File: src/common/ecs_pkg.sv
package ecs_pkg;
  // Register map, byte addresses
  localparam int unsigned ADDR_W = 6;
  localparam logic [5:0] CTRL1_OFF = 6'h00;
  localparam logic [5:0] RXST_OFF = 6'h04;
  localparam logic [5:0] IEN_OFF = 6'h08;
  localparam logic [5:0] STAT_OFF = 6'h0C;
  localparam logic [5:0] FLAG_OFF = 6'h10;
  localparam logic [5:0] MODE_OFF = 6'h14;
  // Control register fields
  localparam int unsigned CTRL_ON = 15;
  localparam int unsigned CTRL_AFC = 7;
  localparam int unsigned CTRL_DEC = 0;
  // Interrupt enable and event flag positions
  localparam logic [15:0] IEN_MASK = 16'h63EF;
  localparam int unsigned EV_TXBUSE = 14;
  localparam int unsigned EV_RXBUSE = 13;
  localparam int unsigned EV_EWMARK = 9;
  localparam int unsigned EV_FWMARK = 8;
  localparam int unsigned EV_RXDONE = 7;
  localparam int unsigned EV_PEND = 6;
  localparam int unsigned EV_RXACT = 5;
  localparam int unsigned EV_TXDONE = 3;
  localparam int unsigned EV_TXABORT = 2;
  localparam int unsigned EV_RXBUFNA = 1;
  localparam int unsigned EV_RXOVF = 0;
  // Status register fields
  localparam int unsigned STAT_CNT_LSB = 16;
  localparam int unsigned STAT_BUSY = 7;
  localparam int unsigned STAT_TX_BUSY_FLAG = 6;
  localparam int unsigned STAT_RX_BUSY_FLAG = 5;
  localparam logic [7:0] CNT_MAX = 8'hFF;
  localparam logic [7:0] CNT_ZERO = 8'h00;
  // Input pin order within one pin set
  localparam int unsigned PIN_N = 10;
  localparam int unsigned PIN_RXCLK = 0;
  localparam int unsigned PIN_TXCLK = 1;
  localparam int unsigned PIN_RXDV = 2;
  localparam int unsigned PIN_RXERR = 3;
  localparam int unsigned PIN_CRS = 4;
  localparam int unsigned PIN_COL = 5;
  localparam int unsigned PIN_RXD0 = 6;
  // Claimed pins: 10 inputs, then txd0..3, txen, txerr
  localparam logic [15:0] OWN_MII = 16'hFFFF;
  localparam logic [15:0] OWN_RMII = 16'h4CCD;
  localparam logic [1:0] FUSE_WAIT = 2'h3;
  localparam logic [1:0] RESP_OKAY = 2'h0;
  localparam logic [1:0] RESP_DECERR = 2'h3;
endpackage

File: src/hw/ecs_ctrl_status.sv
`timescale 1ns/100ps
// Operation
// - MII fuse 1 and pin fuse 1: full MII set on default pins.
// - MII fuse 0 and pin fuse 1: reduced RMII set on default pins.
// - Pin fuse 0: chosen signal set goes to the alternate pins.
// - Pins the chosen interface does not use are released.
// - Enable bits 14 and 13 gate transmit and receive bus error interrupts.
// - Enable bit 9 gates empty watermark, bit 8 full watermark.
// - Enable bits 7, 6, 5 gate receive done, pending, receive activity.
// - Enable bits 3 and 2 gate transmit done and transmit abort.
// - Enable bit 1 gates no receive buffer, bit 0 receive overrun.
// - Unused enable bits read zero; enable bits reset to zero.
// - Counter grows by descriptors used after each good reception.
// - Counter saturates at its maximum, never wraps to zero.
// - Counter holds at zero on decrement, never wraps to maximum.
// - Decrement and increment in one cycle leave counter unchanged.
// - With flow control on, receive halts while counter is at maximum.
// - With flow control off, receive keeps running at maximum count.
// - Pending flag follows non-zero counter; interrupts only when enabled.
// - Start address write clears counter; switching off keeps it.
// - Busy reads one while on or finishing a transaction.
// - Transmit and receive busy flags clear while module is off.
module ecs_ctrl_status #(
  parameter int unsigned DESC_W = 8
) (
  input wire logic aclk,
  input wire logic aresetn,
  input wire logic [ecs_pkg::ADDR_W-1:0] s_axi_awaddr,
  input wire logic s_axi_awvalid,
  output logic s_axi_awready,
  input wire logic [31:0] s_axi_wdata,
  input wire logic [3:0] s_axi_wstrb,
  input wire logic s_axi_wvalid,
  output logic s_axi_wready,
  output logic [1:0] s_axi_bresp,
  output logic s_axi_bvalid,
  input wire logic s_axi_bready,
  input wire logic [ecs_pkg::ADDR_W-1:0] s_axi_araddr,
  input wire logic s_axi_arvalid,
  output logic s_axi_arready,
  output logic [31:0] s_axi_rdata,
  output logic [1:0] s_axi_rresp,
  output logic s_axi_rvalid,
  input wire logic s_axi_rready,
  input wire logic full_mii_select_fuse,
  input wire logic default_pinset_fuse,
  input wire logic [9:0] def_pin_in,
  input wire logic [9:0] alt_pin_in,
  output logic [5:0] def_pin_out,
  output logic [5:0] def_pin_oe,
  output logic [5:0] alt_pin_out,
  output logic [5:0] alt_pin_oe,
  output logic [15:0] def_pin_own,
  output logic [15:0] alt_pin_own,
  input wire logic [5:0] mac_tx,
  output logic [7:0] mac_rx,
  output logic mac_rmii,
  input wire logic [15:0] evt_in,
  input wire logic rx_pkt_done,
  input wire logic [DESC_W-1:0] rx_pkt_desc,
  input wire logic tx_active,
  input wire logic rx_active,
  output logic rx_halt,
  output logic [31:0] rx_start_addr,
  output logic module_on,
  output logic irq
);

  // Refused at elaboration: the counter sum is only nine bits wide
  if (DESC_W < 1 || DESC_W > 8) begin : g_bad_desc
    $error("DESC_W must be 1 to 8");
  end

  typedef struct packed {
    logic [21:0] s1;
    logic [21:0] s2;
    logic [1:0] fcnt;
    logic fmii;
    logic fdef;
    logic rclk_prev;
    logic dv_prev;
    logic [7:0] mrx;
    logic [5:0] tx;
    logic [ecs_pkg::ADDR_W-1:0] awaddr;
    logic awgot;
    logic [31:0] wdata;
    logic [3:0] wstrb;
    logic wgot;
    logic bvalid;
    logic [1:0] bresp;
    logic rvalid;
    logic [31:0] rdata;
    logic [1:0] rresp;
    logic on;
    logic afc;
    logic [15:0] ien;
    logic [15:0] flags;
    logic [7:0] cnt;
    logic [31:0] rxst;
  } ecs_state_s;

  ecs_state_s q;
  ecs_state_s n;
  logic fuse_ok;
  logic [9:0] sel;
  logic [15:0] own;
  logic do_wr;
  logic inc;
  logic dec;
  logic clr;
  logic pend;
  logic busy;
  logic tx_busy;
  logic rx_busy;
  logic [15:0] flag_view;
  logic [8:0] sum;
  logic [31:0] wmask;
  logic [31:0] merged;
  logic [31:0] rd;
  logic act;
  logic [5:0] rd_addr;
  logic [5:0] wr_addr;

  ////////////////////////////////////////////////////////////////////////////
  // Pin set selection from captured fuses
  assign fuse_ok = (q.fcnt == ecs_pkg::FUSE_WAIT);
  assign own = q.fmii ? ecs_pkg::OWN_MII : ecs_pkg::OWN_RMII;
  assign sel = q.fdef ? q.s2[9:0] : q.s2[19:10];
  // Unused pins released so other peripherals may take them
  assign def_pin_own = (fuse_ok && q.fdef) ? own : 16'h0000;
  assign alt_pin_own = (fuse_ok && !q.fdef) ? own : 16'h0000;
  assign def_pin_oe = def_pin_own[15:10];
  assign alt_pin_oe = alt_pin_own[15:10];
  assign def_pin_out = q.tx;
  assign alt_pin_out = q.tx;
  assign mac_rx = q.mrx;
  assign mac_rmii = fuse_ok && !q.fmii;

  ////////////////////////////////////////////////////////////////////////////
  // Status view and interrupt
  assign pend = (q.cnt != ecs_pkg::CNT_ZERO);
  assign busy = q.on || tx_active || rx_active;
  assign tx_busy = q.on && tx_active;
  assign rx_busy = q.on && rx_active;
  assign flag_view = q.flags | (16'(pend) << ecs_pkg::EV_PEND);
  // One enable bit per flag at the same position
  assign irq = |(flag_view & q.ien);
  assign rx_halt = q.afc && (q.cnt == ecs_pkg::CNT_MAX);
  assign rx_start_addr = q.rxst;
  assign module_on = q.on;

  ////////////////////////////////////////////////////////////////////////////
  // Bus handshakes: one write and one read held at a time
  assign s_axi_awready = !q.awgot && !q.bvalid;
  assign s_axi_wready = !q.wgot && !q.bvalid;
  assign s_axi_bvalid = q.bvalid;
  assign s_axi_bresp = q.bresp;
  assign s_axi_arready = !q.rvalid;
  assign s_axi_rvalid = q.rvalid;
  assign s_axi_rdata = q.rdata;
  assign s_axi_rresp = q.rresp;
  assign do_wr = q.awgot && q.wgot && !q.bvalid;
  assign rd_addr = {s_axi_araddr[5:2], 2'h0};
  assign wr_addr = {q.awaddr[5:2], 2'h0};

  // Byte lanes expanded to a bit mask
  always_comb begin
    for (int i = 0; i < 4; i++) begin
      wmask[8*i +: 8] = {8{q.wstrb[i]}};
    end
  end

  // Read data mux; reserved bits read as zero
  always_comb begin
    rd = 32'h0000_0000;
    unique case (rd_addr)
      ecs_pkg::CTRL1_OFF: begin
        rd[ecs_pkg::CTRL_ON] = q.on;
        rd[ecs_pkg::CTRL_AFC] = q.afc;
      end
      ecs_pkg::RXST_OFF: rd = q.rxst;
      ecs_pkg::IEN_OFF: rd[15:0] = q.ien;
      ecs_pkg::STAT_OFF: begin
        rd[ecs_pkg::STAT_CNT_LSB +: 8] = q.cnt;
        rd[ecs_pkg::STAT_BUSY] = busy;
        rd[ecs_pkg::STAT_TX_BUSY_FLAG] = tx_busy;
        rd[ecs_pkg::STAT_RX_BUSY_FLAG] = rx_busy;
      end
      ecs_pkg::FLAG_OFF: rd[15:0] = flag_view;
      ecs_pkg::MODE_OFF: rd[1:0] = {q.fdef, q.fmii};
      default: rd = 32'h0000_0000;
    endcase
  end

  ////////////////////////////////////////////////////////////////////////////
  // Next state
  always_comb begin
    n = q;
    merged = (q.wdata & wmask);
    inc = 1'b0;
    dec = 1'b0;
    clr = 1'b0;
    act = 1'b0;
    sum = 9'h000;
    // Pins and fuses come from outside: two stages before use
    n.s1 = {default_pinset_fuse, full_mii_select_fuse, alt_pin_in, def_pin_in};
    n.s2 = q.s1;
    // Straps caught once the synchroniser has filled after reset
    if (!fuse_ok) begin
      n.fcnt = q.fcnt + 2'h1;
      n.fmii = q.s2[20];
      n.fdef = q.s2[21];
    end
    // Receive side, widened to the 4-bit view in RMII
    if (q.fmii) begin
      n.mrx = {sel[ecs_pkg::PIN_RXD0 +: 4], sel[ecs_pkg::PIN_RXDV],
        sel[ecs_pkg::PIN_RXERR], sel[ecs_pkg::PIN_CRS], sel[ecs_pkg::PIN_COL]};
    end else begin
      n.mrx = {2'h0, sel[ecs_pkg::PIN_RXD0 +: 2], sel[ecs_pkg::PIN_RXDV],
        sel[ecs_pkg::PIN_RXERR], sel[ecs_pkg::PIN_RXDV], 1'b0};
    end
    if (!fuse_ok) begin
      n.mrx = 8'h00;
    end
    // Transmit side; RMII drives only two data bits and enable
    n.tx = fuse_ok ? (mac_tx & own[15:10]) : 6'h00;
    // Receive activity: data valid rising at a receive clock edge
    n.rclk_prev = sel[ecs_pkg::PIN_RXCLK];
    if (sel[ecs_pkg::PIN_RXCLK] && !q.rclk_prev) begin
      n.dv_prev = sel[ecs_pkg::PIN_RXDV];
      act = sel[ecs_pkg::PIN_RXDV] && !q.dv_prev && fuse_ok;
    end
    // Write channel capture, either order
    if (s_axi_awvalid && s_axi_awready) begin
      n.awgot = 1'b1;
      n.awaddr = s_axi_awaddr;
    end
    if (s_axi_wvalid && s_axi_wready) begin
      n.wgot = 1'b1;
      n.wdata = s_axi_wdata;
      n.wstrb = s_axi_wstrb;
    end
    if (s_axi_bvalid && s_axi_bready) begin
      n.bvalid = 1'b0;
    end
    // Register write, answered one cycle after both halves are held
    if (do_wr) begin
      n.awgot = 1'b0;
      n.wgot = 1'b0;
      n.bvalid = 1'b1;
      n.bresp = ecs_pkg::RESP_OKAY;
      unique case (wr_addr)
        ecs_pkg::CTRL1_OFF: begin
          merged = (q.wdata & wmask) | ({16'h0, q.on, 7'h00, q.afc, 7'h00} & ~wmask);
          n.on = merged[ecs_pkg::CTRL_ON];
          n.afc = merged[ecs_pkg::CTRL_AFC];
          dec = merged[ecs_pkg::CTRL_DEC] && q.wstrb[0];
        end
        ecs_pkg::RXST_OFF: begin
          n.rxst = (q.wdata & wmask) | (q.rxst & ~wmask);
          clr = 1'b1;
        end
        ecs_pkg::IEN_OFF: begin
          merged = (q.wdata & wmask) | ({16'h0, q.ien} & ~wmask);
          n.ien = merged[15:0] & ecs_pkg::IEN_MASK;
        end
        ecs_pkg::FLAG_OFF: begin
          n.flags = q.flags & ~merged[15:0];
        end
        ecs_pkg::STAT_OFF, ecs_pkg::MODE_OFF: begin
          n.bresp = ecs_pkg::RESP_OKAY;
        end
        default: n.bresp = ecs_pkg::RESP_DECERR;
      endcase
    end
    // Event flags: a new event beats a clear in the same cycle
    n.flags = (n.flags | evt_in | (16'(act) << ecs_pkg::EV_RXACT))
      & ecs_pkg::IEN_MASK & ~(16'h1 << ecs_pkg::EV_PEND);
    // Buffer counter; switching off leaves it alone
    inc = rx_pkt_done;
    sum = {1'b0, q.cnt} + 9'(rx_pkt_desc);
    if (clr) begin
      n.cnt = ecs_pkg::CNT_ZERO;
    end else if (inc && dec) begin
      n.cnt = q.cnt;
    end else if (inc) begin
      n.cnt = sum[8] ? ecs_pkg::CNT_MAX : sum[7:0];
    end else if (dec && q.cnt != ecs_pkg::CNT_ZERO) begin
      n.cnt = q.cnt - 8'h01;
    end
    // Read channel
    if (s_axi_rvalid && s_axi_rready) begin
      n.rvalid = 1'b0;
    end
    if (s_axi_arvalid && s_axi_arready) begin
      n.rvalid = 1'b1;
      n.rdata = rd;
      n.rresp = ecs_pkg::RESP_OKAY;
      if (rd_addr > ecs_pkg::MODE_OFF) begin
        n.rresp = ecs_pkg::RESP_DECERR;
      end
    end
  end

  // State register
  always_ff @(posedge aclk) begin
    if (!aresetn) begin
      q <= '0;
    end else begin
      q <= n;
    end
  end
endmodule

File: config.mk
export PLATFORM = sky130hd
export DESIGN_NAME = ecs_ctrl_status
export DESIGN_NICKNAME = d
export VERILOG_FILES = /design/src/common/ecs_pkg.sv /design/src/hw/ecs_ctrl_status.sv
export SDC_FILE = /design/constraint.sdc
export NUM_CORES = 1
export LEC_CHECK = 0
export ABC_AREA = 1
export BUFFER_PORTS_ARGS = -buffer_cell sky130_fd_sc_hd__buf_2
export CAP_MARGIN = 20
export CORE_MARGIN = 4
export CORE_UTILIZATION = 52
export DETAILED_ROUTE_END_ITERATION = 8
export PLACE_DENSITY = 0.8
export SLEW_MARGIN = 20
export SYNTH_ARGS = -nofsm -noshare
export SYNTH_HDL_FRONTEND = slang
export SYNTH_SLANG_ARGS = --single-unit
File: constraint.sdc
create_clock -name aclk -period 2.3 [get_ports aclk]
set_input_delay 0.46 -clock aclk [delete_from_list [all_inputs] [get_ports aclk]]
set_output_delay 0.46 -clock aclk [all_outputs]
set_load 0.02 [all_outputs]
==> results of run 1 <==
critical path, delay by kind of cell, from the launching register on:
family / cells / cell delay, ns
buffers and inverters: 3 / 0.47
adders and majority gates: 1 / 0.26
and+or+nand+nor: 1 / 0.18
DFF: 1 / 0.35
logic make-up after synthesis:
kind of cell	Yosys count	synth area share (%)
mux	1	0.112
flops	201	45.1
fa+ha+maj	13	1.91
compound gates	267	15.8
buf+inv	325	19.1
xor+xnor	4	0.393
simple gates	392	17.6
report_power, final:
group | switching (mW) | leakage (nW) | total (mW) | internal (mW)
Combinational | 0.693 | 3.08 | 1.07 | 0.379
Clock | 1.33 | 0.356 | 3.46 | 2.13
Sequential | 0.146 | 1.65 | 3.82 | 3.67
Total | 2.17 | 5.08 | 8.35 | 6.18
how the worst max path moves through the flow:
stage                        startpoint                  to  slack (ns)  cells after the start
CTS                 q[174]$_SDFFE_PN0P_      alt_pin_own[4]        0.02                      5
global route         q[32]$_SDFFE_PP0P_                 irq       0.008                      6
finish              q[174]$_SDFFE_PN0P_      alt_pin_own[4]         0.1                      5
detailed placement       rx_pkt_desc[0]  q[38]$_SDFFE_PP0P_        0.21                      9
floorplan           q[174]$_SDFFE_PN0P_       alt_pin_oe[1]        0.17                      5
global placement         rx_pkt_desc[0]  q[35]$_SDFFE_PP0P_        0.25                      9
synth_stat cells:
| cell type | number | area share, % |
|---|---|---|
| mux2i_1 | 1 | 0.11 |
| inv_1 | 146 | 6.1 |
| nor2_1 | 141 | 5.9 |
| nor4_4 | 1 | 0.24 |
| buf_1 | 4 | 0.17 |
| o21a_1 | 2 | 0.17 |
| o21ai_0 | 132 | 7.4 |
| ha_1 | 12 | 1.7 |
| nand4_1 | 9 | 0.63 |
| xor2_1 | 1 | 0.098 |
| buf_2 | 5 | 0.28 |
| nor3_1 | 4 | 0.22 |
| inv_2 | 1 | 0.042 |
| clkbuf_1 | 39 | 1.6 |
| xnor2_1 | 3 | 0.29 |
| nand2_1 | 202 | 8.5 |
| buf_4 | 128 | 11 |
| or2_2 | 2 | 0.14 |
| dfxtp_1 | 201 | 45 |
| clkinv_1 | 2 | 0.084 |
| o22ai_1 | 8 | 0.56 |
| a21oi_1 | 109 | 6.1 |
| nand2_2 | 1 | 0.070 |
| nand3_1 | 31 | 1.7 |
| a221oi_1 | 1 | 0.098 |
| o211ai_1 | 1 | 0.084 |
| fa_1 | 1 | 0.22 |
| o221ai_1 | 12 | 1.2 |
| o32ai_1 | 1 | 0.098 |
| o2bb2ai_1 | 1 | 0.098 |
| nor2_4 | 1 | 0.13 |
per-layer routing:
| metal | vias up | GRT usage [%] | wire length, µm |
|---|---|---|---|
| met5 | - | 0 | 22 |
| met3 | 42 | 4.21 | 1450 |
| met4 | 4 | 6.08 | 485 |
| li1 | 3921 | - | - |
| met2 | 240 | 37.4 | 10600 |
| met1 | 3462 | 29.4 | 9900 |
layout make-up:
cell class	instances	area, µm²	area share [%]
flip-flops and latches	201	4030	39.5
well taps	220	275	2.70
repair buffers	256	1370	13.4
multi-input cells	677	3220	31.7
clock inverters	3	40.0	0.393
diodes	3	7.51	0.0738
clock buffers	35	681	6.69
inverters	149	559	5.49
stage by stage:
step           hold WS [ns]  instances  cell area (µm²)  power (mW)  util, %
3_3_place_gp          0.397       1502             9410        4.92     56.3
3_5_place_dp          0.397       1502             9410        4.94     56.3
2_1_floorplan         0.390       1203             8930        4.66        -
6_report              0.148       1544            10200        8.35     60.9
5_1_grt               0.152       1544            10200        8.72     60.9
4_1_cts               0.136       1541            10200        8.40     60.8
timing repair:
action,CTS,global route
pin swaps,1,0
gates resized for setup,4,6
setup buffers,1,0
setup endpoints to repair,23,38
==> impl_metrics.yaml, run 1 <==
sta:
  fin_crit_sh_pct: 95.7
  max_slew.worst_pin.slew_ns: 0.669
  final.setup.worst_slack_ns: 0.0980
  setup_tns_ns: 0
  drv_slew: 0
  period_needed_ns: 2.20
  finalClockSkew_ns: 0.0101
  setup-violations-final: 0
  slew_headroom_pct: 55.3
  rsz0062_at_grt: "false"
  hold_violations: 0
  fmax_ghz: 0.454
placed_design:
  place_congestion: 0.877
  post-place-ws_ns: 0.213
  hpwl_mm: 16.5
  port_buffers: 238
setup_path:
  crit_type: "reg -> out"
  startpoint_type: "flop"
  worst-r2r-cell-count: 6
  critical_path.slowest_cell: "dfxtp_1"
  arrival_ns: 1.74
  worstPathCellList: "ha_2 -> inv_1 -> nor3_4 -> buf_12 -> buf_2"
  max_stage_delay_ns: 0.35
  cp-end-kind: "primary output"
  cp.required_ns: 1.84
  r2r-start: "s_axi_bvalid$_SDFFE_PN0P_"
  r2r_slack_ns: 0.28
  crit_fanout: 11
global_routing:
  grt_max_degree: 60
  overflow: 0
  grt_antenna_before_repair: 5
  grt_pass1_wl_mm: 36.1
  track_usage_pct: 22.2
  grt_pass1_vias: 7012
clock_network:
  clk_latency_ns: 0.49
  cts_tree: "yes"
  numCtsBuffers: 22
  clkTransAtPathRegs_ns: 0.06
  cts_htree_levels: 1
  clk_path_buf_depth: 3
  cts_hold_buf: 0
  root_buffer: "clkbuf_16"
  cts_num_sinks: 201
floorplanning:
  io_pins: 251
  die_w_um: 139
  rows: 47
  die_h_um: 139
  die_area_um2: 19300
  start_util_pct: 53.4
  core_area_um2: 16700
outcome:
  outcome: "finished, final reports clean"
worst_hold_path:
  hold_path_class: "in -> reg"
  holdPathStages: 3
  hold_start: "alt_pin_in[8]"
  min_to: "n[194]$_SDFF_PN0_"
synth:
  ys_types: 31
  synthesis.nets: 1326
  yosys_warnings: 0
  syn_inst: 1203
  ys_ff_latch: 201
  yosysSeqAreaShare_pct: 45.1
  syn_area_per_cell_um2: 7.42
  synthesis.area_um2: 8930
drt:
  first_pass_iters: 5
  drt_iter0_drc: 472
  avgRoutedWirePerCell_um: 14.5
  drc_errors: 0
  avgViaCountPerCell: 4.97
  vias: 7669
  route.final.wire_length_mm: 22.4
  ant_nets: 0
cells_and_area:
  area_growth_syn_to_layout_pct: 14.0
  finalNetCount: 1430
  fill_cells: 1514
  final_common_cell: "buf_2"
  drive_gt1_share_pct: 22.9
  layout_common_cells: "237 x buf_2, 201 x nand2_1, 200 x dfxtp_1"
power:
  power_density_nw_per_um2: 820
  ir_worst_vdd_mv: 0.538
  leakage_nw: 5.08
run:
  drv_cap: 0
Power figures use the tool's default switching activity.
==> run 2, diff against run 1 <==
--- a/config.mk
+++ b/config.mk
@@ -8,10 +8,12 @@
 export ABC_AREA = 1
 export BUFFER_PORTS_ARGS = -buffer_cell sky130_fd_sc_hd__buf_2
 export CAP_MARGIN = 20
+export CELL_PAD_IN_SITES_DETAIL_PLACEMENT = 0
+export CELL_PAD_IN_SITES_GLOBAL_PLACEMENT = 1
 export CORE_MARGIN = 4
-export CORE_UTILIZATION = 52
+export CORE_UTILIZATION = 37
 export DETAILED_ROUTE_END_ITERATION = 8
-export PLACE_DENSITY = 0.8
+export PLACE_DENSITY_LB_ADDON = 0.1
 export SLEW_MARGIN = 20
 export SYNTH_ARGS = -nofsm -noshare
 export SYNTH_HDL_FRONTEND = slang
==> impl_metrics.yaml, run 2 (synthesis results as in run 1) <==
clock_network:
  numCtsBuffers: 24
  root_buffer: "clkbuf_16"
  cts_tree: "yes"
  clk_latency_ns: 0.51
  cts_num_sinks: 201
  cts_hold_buf: 0
  clk_path_buf_depth: 3
  clkTransAtPathRegs_ns: 0.06
  cts_htree_levels: 1
setup_path:
  worst-r2r-cell-count: 7
  cp.depth: 6
  startpoint_type: "flop"
  arrival_ns: 1.79
  crit_type: "reg -> out"
  cp-end-kind: "primary output"
  crit_family: "simple AND/OR/NAND/NOR gates"
  r2r_slack_ns: 0.37
  max_stage_delay_ns: 0.37
  r2r-start: "s_axi_bvalid$_SDFFE_PN0P_"
  cp.required_ns: 1.84
  crit_fanout: 6
  path_common_cell: "nand4_1"
  crit_start: "q[32]$_SDFFE_PP0P_"
  critPathCapture: "irq"
  worstPathCellList: "inv_4 -> ha_2 -> nand4_1 -> nand2_1 -> nand4_1 -> buf_4"
  critical_path.slowest_cell: "dfxtp_2"
  path_buf_inv: 2
floorplanning:
  core_area_um2: 23600
  rows: 56
  die_area_um2: 26700
  die_h_um: 163
  io_pins: 251
  start_util_pct: 37.8
  die_w_um: 163
power:
  leakage_nw: 5.15
  ir_worst_vdd_mv: 0.396
  p_int_mw: 6.48
  clkPwrFrac_pct: 44.1
  power_switching_mw: 2.32
  p_comb_share_pct: 12.5
  power_density_nw_per_um2: 843
  p_total_mw: 8.80
  p_seq_share_pct: 43.4
  power_switching_share_pct: 26.3
global_routing:
  grt_max_degree: 42
  grt_pass1_vias: 6922
  track_usage_pct: 17.3
  overflow: 0
  grt_antenna_before_repair: 3
  grt_pass1_wl_mm: 37.3
drt:
  avgViaCountPerCell: 4.42
  drc_errors: 0
  avgRoutedWirePerCell_um: 14.6
  vias: 7303
  drt_iter0_drc: 340
  ant_nets: 0
  route.final.wire_length_mm: 24.1
  first_pass_iters: 5
cells_and_area:
  finalNetCount: 1440
  layout_common_cells: "236 x buf_2, 202 x nand2_1, 197 x dfxtp_1"
  finalNonFillerCells: 1653
  drive_gt1_share_pct: 24.2
  fin_area_um2: 10400
  area_growth_syn_to_layout_pct: 16.9
  final_common_cell: "buf_2"
  post-route-util_pct: 44.2
outcome:
  outcome: "finished, final reports clean"
sta:
  fmax_ghz: 0.444
  slew_headroom_pct: 51.4
  rsz0062_at_grt: "true"
  drv_slew: 0
  fin_crit_sh_pct: 97.9
  final.setup.worst_slack_ns: 0.0475
  max_slew.worst_pin.slew_ns: 0.729
  period_needed_ns: 2.25
  setup-violations-final: 0
  finalClockSkew_ns: 0.00926
  hold_violations: 0
placed_design:
  placed_cell_area_um2: 9560
  place_congestion: 0.837
  dp_cells: 1608
  hpwl_mm: 17.7
  port_buffers: 238
  post-place-ws_ns: 0.166
worst_hold_path:
  hold_path_class: "in -> reg"
run:
  drv_cap: 0
-- run 2: cell types whose count changed in the layout (fill, tap and decap cells not counted), sizes merged, moves of 2 or more --
cell,delta
diode,-2
clkinvlp,+2
buf,+7
bufinv,+2
clkbuf,-4
clkinv,+4
-- run 2: worst min path at each step --
stage               slack [ns]               from  depth (start not counted)                end
finish                    0.13      alt_pin_in[8]                          3  n[194]$_SDFF_PN0_
global route              0.13      def_pin_in[2]                          3  n[178]$_SDFF_PN0_
CTS                       0.11      alt_pin_in[8]                          3  n[194]$_SDFF_PN0_
detailed placement        0.39  n[191]$_SDFF_PN0_                          2  q[191]$_SDFF_PN0_
global placement          0.39  n[185]$_SDFF_PN0_                          2  q[185]$_SDFF_PN0_
floorplan                 0.39  n[176]$_SDFF_PN0_                          2  q[176]$_SDFF_PN0_
-- run 2: area by class of cell --
cell class                 instances  area [µm²]
antenna                            1        2.50
clock buffer                      31         678
clock inverter                    11         136
fill                            2564       13200
inverter                         149         568
multi-input combinational        678        3240
sequential                       201        4030
tap                              319         399
timing repair buffer             263        1380
-- run 2: tightest hold or removal path: cells and delay by family --
family | cells | cell delay [ns]
buffers and inverters | 2 | 0.11
AND/OR/NAND/NOR | 1 | 0.04
-- run 2: stage by stage --
step / TNS [ns] / hold WS (ns)
finish: 0 / 0.132
global route: -0.0425 / 0.126
floorplan: 0 / 0.390
global placement: 0 / 0.395
CTS: 0 / 0.110
detailed placement: 0 / 0.395
-- run 2: per-layer routing --
layer	GRT usage [%]	up-vias	share of wire [%]
met2	28.2	165	46
met4	3.70	6	1.3
met1	23.9	3169	48
li1	-	3931	-
met3	3.23	32	5.3
met5	0	-	0.17
-- run 2: power groups by stage --
stage	registers [mW]	clock network [mW]	logic, mW
3_3_place_gp	3.88	0	1.09
3_5_place_dp	3.89	0	1.09
6_report	3.82	3.88	1.10
5_1_grt	3.85	4.13	1.25
4_1_cts	3.81	4.00	1.10
2_1_floorplan	3.84	0	0.820
-- run 2: timing repair --
| item | 4_1_cts | 5_1_grt |
|---|---|---|
| gates resized for setup | 8 | 10 |
| cloned | 1 | 0 |
| setup endpoints to repair | 23 | 29 |
| pin swaps | 2 | 1 |
| buffers inserted | 0 | 1 |
